[config.mk]
export PLATFORM = sky130hd
export DESIGN_NAME = pced_rx_seq
export DESIGN_NICKNAME = d
export VERILOG_FILES = /design/src/hdl/pced_pkg.sv /design/src/hdl/pced_emit_if.sv /design/src/hdl/pced_mii_out.sv /design/src/hdl/pced_rx_seq.sv
export SDC_FILE = /design/constraint.sdc
export NUM_CORES = 1
export LEC_CHECK = 0
export ABC_AREA = 1
export BUFFER_PORTS_ARGS = -buffer_cell sky130_fd_sc_hd__clkbuf_2
export CAP_MARGIN = 20
export CORE_MARGIN = 2
export CORE_UTILIZATION = 53
export DETAILED_ROUTE_END_ITERATION = 10
export PLACE_DENSITY = 0.86
export SYNTH_ARGS = -nofsm -noshare
export SYNTH_HDL_FRONTEND = slang
export SYNTH_SLANG_ARGS = --single-unit
[constraint.sdc]
create_clock -name clk -period 1.3 [get_ports clk]
set_input_delay 0.325 -clock clk [delete_from_list [all_inputs] [get_ports clk]]
set_output_delay 0.325 -clock clk [all_outputs]
set_load 0.005 [all_outputs]
[src/hdl/pced_pkg.sv]
// Purpose: Shared types and constants of the end delimiter checker.
// Assumes: One classified symbol per enabled clock while a frame runs.
// Notes: Symbol classes come from the upstream decoder on the same clock.
`default_nettype none
package pced_pkg;

  // Class of a received symbol as handed over by the decoder.
  typedef enum logic [3:0] {
    sk_idle,
    sk_ssd,
    sk_pre,
    sk_data,
    sk_esd1,
    sk_esd2,
    sk_esd3,
    sk_err_esd3,
    sk_other
  } pced_sym_t;

  // States of the receive sequencer.
  typedef enum logic [3:0] {
    st_idle,
    st_ssd2,
    st_ssd3,
    st_stream,
    await_second_end_delim,
    await_third_end_delim,
    st_esd_end,
    bad_end_recovery,
    receive_error_state
  } pced_state_t;

  // Nibble shown on the receive data lines during preamble.
  localparam logic [3:0] PRE_NIB = 4'h5;
  // Nibble shown while the frame is not valid or is in error.
  localparam logic [3:0] IDLE_NIB = 4'h0;
  // Values after reset.
  localparam pced_state_t RST_STATE = st_idle;
  localparam logic [3:0] RST_NIB = 4'h0;
  localparam logic RST_FLAG = 1'b0;

endpackage
`default_nettype wire

[src/hdl/pced_emit_if.sv]
// Purpose: Carries one output slot from the sequencer to the MII stage.
// Assumes: Source and sink share one clock.
// Notes: A slot is taken only while stb is high.
`timescale 1ns/100ps
`default_nettype none
interface pced_emit_if;
  logic stb;
  logic dv;
  logic er;
  logic [3:0] nib;
  modport src (output stb, output dv, output er, output nib);
  modport dst (input stb, input dv, input er, input nib);
endinterface
`default_nettype wire

[src/hdl/pced_mii_out.sv]
// Purpose: Registers the receive data valid, data and error lines.
// Assumes: Slots arrive on the emit interface from the sequencer.
// Notes: Outputs hold their value between slots.
`timescale 1ns/100ps
`default_nettype none
module pced_mii_out (
  input wire logic clk,
  input wire logic sys_rst,
  input wire logic ce,
  pced_emit_if.dst emit,
  output logic rx_dv,
  output logic rx_er,
  output logic [3:0] rxd
);
  import pced_pkg::*;

  typedef struct packed {
    logic dv;
    logic er;
    logic [3:0] nib;
  } pced_out_t;

  pced_out_t cur_q;
  pced_out_t cur_d;

  // Take a new slot when one is offered, otherwise hold.
  always_comb begin
    cur_d = cur_q;
    if (emit.stb) begin
      cur_d.dv = emit.dv;
      cur_d.er = emit.er;
      cur_d.nib = emit.nib;
    end
  end

  // State register, frozen while the clock enable is low.
  always_ff @(posedge clk or posedge sys_rst) begin
    if (sys_rst) begin
      cur_q <= '{dv: RST_FLAG, er: RST_FLAG, nib: RST_NIB};
    end else if (ce) begin
      cur_q <= cur_d;
    end
  end

  // The lines come straight from the flip-flops.
  assign rx_dv = cur_q.dv;
  assign rx_er = cur_q.er;
  assign rxd = cur_q.nib;
endmodule
`default_nettype wire

[src/hdl/pced_rx_seq.sv]
// Purpose: Receive sequencer that checks the end delimiters of a frame.
// Assumes: sym_valid marks one classified symbol per enabled clock.
// Notes: Each symbol's output slot is shown one symbol later, so that an
// end delimiter can be judged by the symbol that follows it.
//
// Notes on behaviour
// - In the await-second state an ESD2 moves on to the await-third state.
// - In the await-second state anything but ESD2 goes to bad end recovery.
// - In the await-third state an ESD3 ends the frame normally.
// - In the await-third state an ERR ESD3 goes to the receive error state.
// - In the await-third state any other symbol goes to bad end recovery.
// - A good stream shows six preamble nibbles with valid set, then data.
// - After ESD1, ESD2 and ESD3 the valid line drops and data reads zero.
// - A short preamble, ESD1 and a non-ESD2 give four preamble then error.
// - ESD1, ESD2 and a bad third symbol give five preamble then error.
// - A repeated ESD2 where ESD3 is due is a bad end and flags an error.
// - The data state is kept, passing nibbles, until ESD1 arrives.
// - Bad end recovery and receive error flag an error, then go idle.
`timescale 1ns/100ps
`default_nettype none
module pced_rx_seq (
  input wire logic clk,
  input wire logic sys_rst,
  input wire logic ce,
  input wire logic sym_valid,
  input wire pced_pkg::pced_sym_t sym_kind,
  input wire logic [3:0] sym_nib,
  output logic rx_dv,
  output logic rx_er,
  output logic [3:0] rxd,
  output logic frame_active
);
  import pced_pkg::*;

  typedef struct packed {
    pced_state_t state;
    logic [3:0] pend_nib;
    logic data_seen;
  } pced_seq_t;

  pced_seq_t seq_q;
  pced_seq_t seq_d;
  logic stb;
  logic emit_dv;
  logic emit_er;
  logic [3:0] emit_nib;

  pced_emit_if emit_if ();

  // Nibble carried by a stream symbol; preamble is a fixed pattern.
  function automatic logic [3:0] slot_nib(input pced_sym_t k,
                                          input logic [3:0] n);
    slot_nib = (k == sk_pre) ? PRE_NIB : n;
  endfunction

  assign stb = ce && sym_valid;

  // Next state and the output slot of the previous symbol.
  always_comb begin
    seq_d = seq_q;
    emit_dv = 1'b0;
    emit_er = 1'b0;
    emit_nib = IDLE_NIB;
    if (sym_valid) begin
      case (seq_q.state)
        st_idle: begin
          seq_d.data_seen = 1'b0;
          if (sym_kind == sk_ssd) begin
            seq_d.state = st_ssd2;
          end
        end
        st_ssd2: begin
          seq_d.state = (sym_kind == sk_ssd) ? st_ssd3 : st_idle;
        end
        st_ssd3: begin
          // The third SSD opens the stream with the first preamble slot.
          if (sym_kind == sk_ssd) begin
            seq_d.state = st_stream;
            seq_d.pend_nib = PRE_NIB;
          end else begin
            seq_d.state = st_idle;
          end
        end
        st_stream: begin
          // Release the held nibble and hold the new one until ESD1.
          emit_dv = 1'b1;
          emit_nib = seq_q.pend_nib;
          if (sym_kind == sk_esd1) begin
            seq_d.state = await_second_end_delim;
          end else begin
            seq_d.pend_nib = slot_nib(sym_kind, sym_nib);
            if (sym_kind != sk_pre) begin
              seq_d.data_seen = 1'b1;
            end
          end
        end
        await_second_end_delim: begin
          // The ESD1 slot is judged by the symbol after it.
          if (sym_kind == sk_esd2) begin
            seq_d.state = await_third_end_delim;
            emit_dv = !seq_q.data_seen;
            emit_nib = seq_q.data_seen ? IDLE_NIB : PRE_NIB;
          end else begin
            seq_d.state = bad_end_recovery;
            emit_dv = 1'b1;
            emit_er = 1'b1;
          end
        end
        await_third_end_delim: begin
          if (sym_kind == sk_esd3) begin
            seq_d.state = st_esd_end;
            emit_nib = IDLE_NIB;
          end else if (sym_kind == sk_err_esd3) begin
            seq_d.state = receive_error_state;
            emit_dv = 1'b1;
            emit_er = 1'b1;
          end else begin
            // A second ESD2 lands here as well and counts as a bad end.
            seq_d.state = bad_end_recovery;
            emit_dv = 1'b1;
            emit_er = 1'b1;
          end
        end
        st_esd_end: begin
          seq_d.state = st_idle;
        end
        bad_end_recovery, receive_error_state: begin
          // Flag the error for this slot, whatever arrives.
          seq_d.state = st_idle;
          emit_dv = 1'b1;
          emit_er = 1'b1;
        end
        default: begin
          seq_d.state = st_idle;
        end
      endcase
    end
  end

  // State register, frozen while the clock enable is low.
  always_ff @(posedge clk or posedge sys_rst) begin
    if (sys_rst) begin
      seq_q <= '{state: RST_STATE, pend_nib: RST_NIB, data_seen: RST_FLAG};
    end else if (ce) begin
      seq_q <= seq_d;
    end
  end

  // Hand each slot to the output stage.
  assign emit_if.stb = sym_valid;
  assign emit_if.dv = emit_dv;
  assign emit_if.er = emit_er;
  assign emit_if.nib = emit_nib;

  // The frame is open from the first SSD until idle is reached.
  assign frame_active = (seq_q.state != st_idle);

  pced_mii_out u_out (
    .clk(clk),
    .sys_rst(sys_rst),
    .ce(ce),
    .emit(emit_if.dst),
    .rx_dv(rx_dv),
    .rx_er(rx_er),
    .rxd(rxd)
  );
endmodule
`default_nettype wire

Word-level counts from Yosys, hierarchy flattened
Index checks and enable logic that the tools add are counted.
- mux-type cells: 22
- reduce and logical (&&, ||, !) cells: 11
- eq/ne operators: 19
- operator list (operator ; count):
    4-bit by 3-bit == test with 1-bit output (second input constant) ; 7
    4-bit 2-to-1 mux ; 6
    4-bit one-hot mux with 6 select lines ; 1
    4-bit one-hot mux with 2 select lines ; 2
    4-bit by 2-bit == test with 1-bit output (second input constant) ; 3
    2-bit != test (second input constant) ; 5
    5-bit AND reduction ; 2
    4-bit by 1-bit == test with 1-bit output (second input constant) ; 2
    2-bit 2-to-1 mux ; 3
    3-bit 2-to-1 mux ; 2
    1-bit one-hot mux with 3 select lines ; 2
    5-bit 2-to-1 mux ; 1
    4-bit == test (second input constant) ; 1
    4-bit logical NOT ; 1
    1-bit 2-to-1 mux ; 4
    4-bit by 2-bit != test with 1-bit output (second input constant) ; 1
    4-bit AND reduction ; 1
    2-bit nonzero test ; 2
    4-bit nonzero test ; 1
    3-bit OR reduction ; 1
    1-bit one-hot mux with 2 select lines ; 1
    2-bit AND reduction ; 1
    2-bit OR reduction ; 1
    1-bit logical NOT ; 1
- output and inout port bits: 7
- input port bits: 12
- register bits: 15

Longest topological paths before layout
- depth after elaboration: 4
- mapped depth: 9

By module
Synthesis repeated with hierarchy kept, for this count alone.
- cell total of the unflattened synthesis: 161
- area total of the unflattened synthesis: 1019.7 um2
- modules (own cells, without submodules) (module ; times used ; cells an instance ; area an instance (um2)):
    pced_rx_seq ; 1 ; 135 ; 784.5
    pced_mii_out ; 1 ; 26 ; 235.2

Worst setup path before layout
No wires, ideal clock.
- path kind: register -> register
- start: register seq_q[5] in the netlist's numbering
- end: register seq_q[5] in the netlist's numbering
- path buffers: 0
- data arrival time: 1050 ps
- path slack: 128 ps
- cell stages (with the launch flop): 7
- setup time: 121 ps
- period minus slack after synthesis: 1172 ps
- cell sequence: dfrtp_1 nor2_1 nand2_1 nor2_1 nor2_4 nand2_1 o21ai_1
- longest elaborated chain between the ends: 3
- elaborated cells on any way between the ends: 10
- classes of those cells: eq/ne: 7; mux: 1; reduce/logical: 2
- RTL lines (what ; RTL line ; text):
    start: declaration ; pced_rx_seq.sv:41 ; pced_seq_t seq_q;
    start signal: assignment ; pced_rx_seq.sv:143 ; seq_q <= '{state: RST_STATE, pend_nib: RST_NIB, data_seen: RST_FLAG};
    start signal: assignment ; pced_rx_seq.sv:145 ; seq_q <= seq_d;
    4-bit by 2-bit == test with 1-bit output / 4-bit logical NOT (equally long branches) ; pced_rx_seq.sv:65 ; case (seq_q.state)
    2-bit != test (no source line) ; -- ;
    4-bit AND reduction (no source line) ; -- ;
Parallel ways exist; a longest one is shown, timed or not.
A chain may end at the register's enable or synchronous reset.

Worst setup path after layout
- start: register seq_q[8] in the netlist's numbering
- end: output frame_active
- longest elaborated chain between the ends: 1
- RTL lines (what ; RTL line ; text):
    4-bit nonzero test ; pced_rx_seq.sv:156 ; assign frame_active = (seq_q.state != st_idle);
    end: declaration ; pced_rx_seq.sv:31 ; output logic frame_active
No other way between the ends.

==> results.py <==
metrics = {
    "job": {
        "drv_cap": 0,
    },
    "grt": {
        "grt_pass1_wl_um": 4000,
        "overflow": 0,
        "grt_max_degree": 16,
        "grt_pass1_vias": 963,
        "antenna_found_initial": 0,
        "gr-usage-all-layers": 0.264,
    },
    "synthesis": {
        "synth_top_family_by_area": "simple AND/OR/NAND/NOR gates",
        "synth_compound_gate_area_share": 0.0444,
        "yosys_warnings": 0,
        "synth-xor-area-share": 0,
        "yosys.area_share.simple": 0.484,
        "syn_inst": 142,
        "ys_seq_area_frac": 0.403,
        "synth_area_um2": 931,
        "synthTopCellsByArea": "dfrtp_1 40%, nand2_1 22%, nor2_1 8.5%",
        "ys_types": 13,
        "avgSynthCellArea_um2": 6.56,
        "yosys.area.top_type": "dfrtp_1",
        "syn-num-nets": 154,
        "ys_ff_latch": 15,
        "yosys.area.top_type_share": 0.403,
        "synthAdderAreaFrac": 0,
        "synth.area.mux_share": 0,
    },
    "placement": {
        "placed_area_um2": 1120,
        "io_buffers": 18,
        "dp_hpwl_um": 1660,
        "gp_congestion": 0.910,
    },
    "finish": {
        "final_area_um2": 1360,
        "nets": 200,
        "diodes": 0,
        "syn2layout_area_growth_pct": 46.2,
        "layout-drive-gt1-share": 0.460,
        "regArea_um2": 380,
        "nFillCells": 102,
        "multi_input_area_um2": 594,
    },
    "setup_path": {
        "max_stage_delay_ps": 460,
        "crit_path_end_kind": "output port",
        "cpMaxStageDelayCell": "dfrtp_2",
        "crit_required_ps": 980,
        "path_cells": "nor2_4 -> nand2_2 -> clkbuf_2",
        "rr_worst_depth": 10,
        "cp_max_fo": 4,
        "critical_path_class": "flop to output port",
        "startpoint_type": "flop",
        "cp.arrival_ps": 1140,
    },
    "power_and_ir_drop": {
        "p_leak_nw": 0.734,
        "p_sw_frac": 0.463,
        "seq_power_share": 0.300,
        "ir_drop_mv": 1.24,
        "internal-power_mw": 1.41,
        "p_comb_frac": 0.594,
        "p_sw_mw": 1.21,
        "power_density_nw_per_um2": 1930,
        "power.share.clock": 0.106,
    },
    "floorplan": {
        "dieWidth_um": 45.9,
        "initial_core_util": 0.551,
        "die_h_um": 45.9,
        "row_count": 15,
        "ios": 19,
        "die_area_um2": 2110,
        "coreArea_um2": 1690,
    },
    "clock_network": {
        "clock_path_buffers": 2,
        "numClockSinks": 15,
        "htree_num_levels": 1,
        "cts_hold_buf": 0,
        "clk_latency_ps": 290,
        "cts-buffers-inserted": 3,
        "path_clk_slew_ps": 90,
        "cts-root-buf": "clkbuf_4",
        "cts_tree": "yes",
    },
    "sta": {
        "slew_violations": 0,
        "worst_pin_slew_ps": 558,
        "fmax_ghz": 0.684,
        "period_share": 1.12,
        "final_hold_viol_count": 0,
        "period_minus_slack_ps": 1460,
        "setup_tns_ps": -843,
        "finalWorstSetupSlack_ps": -161,
        "rsz0062_at_grt": "yes",
        "max_slew_margin": 0.627,
        "setup_violations": 11,
        "clock-skew-final_ps": 3.22,
    },
    "routing": {
        "routed_wl_um": 3220,
        "drc": 0,
        "dr.pass1.iters": 4,
        "wl_per_cell_um": 15.8,
        "vias": 1180,
        "avgViaCountPerCell": 5.78,
        "drt_iter0_markers": 77,
        "ant_nets": 0,
    },
    "outcome": {
        "violations": "negative setup slack",
        "status": "finished with violations",
    },
    "min_path": {
        "worstHoldPathType": "input pin to async pin",
    },
}
-- state kept, by name, indices dropped and copies added, names as in the netlist --
register,cells
seq_q,9
u_out.rx_er,1
u_out.rx_dv,1
u_out.rxd,4
-- kinds of logic (layout without fill, tap and decap cells) --
kind of cell	Yosys count	count (layout)
buf+inv	17	62
flops	15	15
simple gates	102	102
compound gates	8	8
-- power groups by stage --
| stage | Clock (mW) | Combinational (mW) | Sequential [mW] |
|---|---|---|---|
| floorplan | 0 | 0.569 | 0.721 |
| global placement | 0 | 0.893 | 0.732 |
| detailed placement | 0 | 0.903 | 0.742 |
| CTS | 0.268 | 1.15 | 0.739 |
| global route | 0.295 | 1.65 | 0.792 |
| finish | 0.278 | 1.56 | 0.788 |
-- cell type report --
type	instances	area share
clock buffers	3	0.0165
clock inverters	1	0.00368
inverters	17	0.0469
multi-input cells	110	0.437
flip-flops and latches	15	0.279
well taps	17	0.0156
repair buffers	41	0.201
-- cell usage after synthesis --
| library cell | count |
|---|---|
| nand4_1 | 3 |
| inv_1 | 15 |
| nand2_1 | 55 |
| nor2_4 | 4 |
| dfrtp_1 | 15 |
| nand2_2 | 5 |
| o21ai_0 | 5 |
| nand3_1 | 13 |
| nor2_1 | 21 |
| o21ai_1 | 2 |
| inv_2 | 2 |
| a31oi_1 | 1 |
| nor3_1 | 1 |
-- cell usage in the layout, fill, tap and decap left out --
master | synthesis | final
nand2_2 | 5 | 15
nand3_2 | 0 | 1
nand3_4 | 0 | 1
inv_2 | 2 | 6
nor2_1 | 21 | 13
nor2_4 | 4 | 9
clkbuf_2 | 0 | 18
inv_1 | 15 | 11
o21ai_1 | 2 | 4
clkbuf_4 | 0 | 3
a31oi_1 | 1 | 1
nor2_2 | 0 | 3
nand2_4 | 0 | 2
nand2_1 | 55 | 43
dfrtp_2 | 0 | 4
nand3_1 | 13 | 11
nor3_1 | 1 | 1
clkinv_2 | 0 | 1
buf_6 | 0 | 3
buf_4 | 0 | 20
dfrtp_1 | 15 | 11
nand4_1 | 3 | 3
o21ai_0 | 5 | 3
-- worst max-delay path: cells and delay by family (launching register included) --
| kind | cells | cell delay, ps |
|---|---|---|
| DFF | 1 | 460 |
| buffers and inverters | 1 | 130 |
| and+or+nand+nor | 2 | 260 |
-- path summary, 6_finish.rpt --
kind / slack [ps] / to / startpoint
hold / removal: 50 / u_out.rxd[2]$_DFFE_PP0P_ / sys_rst
max in group asynchronous: 860 / seq_q[6]$_DFFE_PP0P_ / sys_rst
setup reg to reg: -160 / seq_q[6]$_DFFE_PP0P_ / seq_q[8]$_DFFE_PP0P_
setup / recovery: -160 / frame_active / seq_q[8]$_DFFE_PP0P_
hold reg to reg: 490 / u_out.rxd[0]$_DFFE_PP0P_ / u_out.rxd[0]$_DFFE_PP0P_
min in group clk: 280 / seq_q[4]$_DFFE_PP0P_ / sym_nib[3]
-- what timing repair did --
action	in CTS	in global routing
pin swaps	2	8
gates resized for setup	13	30
setup buffers	8	4
endpoints found under the hold margin	0	0
endpoints found under the setup margin	10	15
-- per-stage QoR --
stage / power [mW] / hold slack, ps / instances / worst slack [ps] / utilization
final: 2.62 / 45.5 / 204 / -161 / 0.806
after detailed placement: 1.64 / 379 / 188 / -81.5 / 0.666
after global placement: 1.63 / 370 / 188 / -47.2 / 0.666
after CTS: 2.16 / 69.7 / 200 / -71.9 / 0.740
after global routing: 2.74 / 112 / 204 / -212 / 0.806
after floorplan: 1.29 / 226 / 142 / 128 / -
-- metal layers --
| metal | routed length (µm) | GRT usage | part of all wire | vias up |
|---|---|---|---|---|
| met3 | 267 | 0.0556 | 0.083 | 33 |
| met1 | 1260 | 0.309 | 0.39 | 523 |
| met5 | 0 | 0 | 0 | - |
| met2 | 1470 | 0.431 | 0.46 | 90 |
| met4 | 218 | 0.171 | 0.068 | 0 |
| li1 | - | - | - | 534 |
Note: power is estimated with default switching activity, not from simulation.
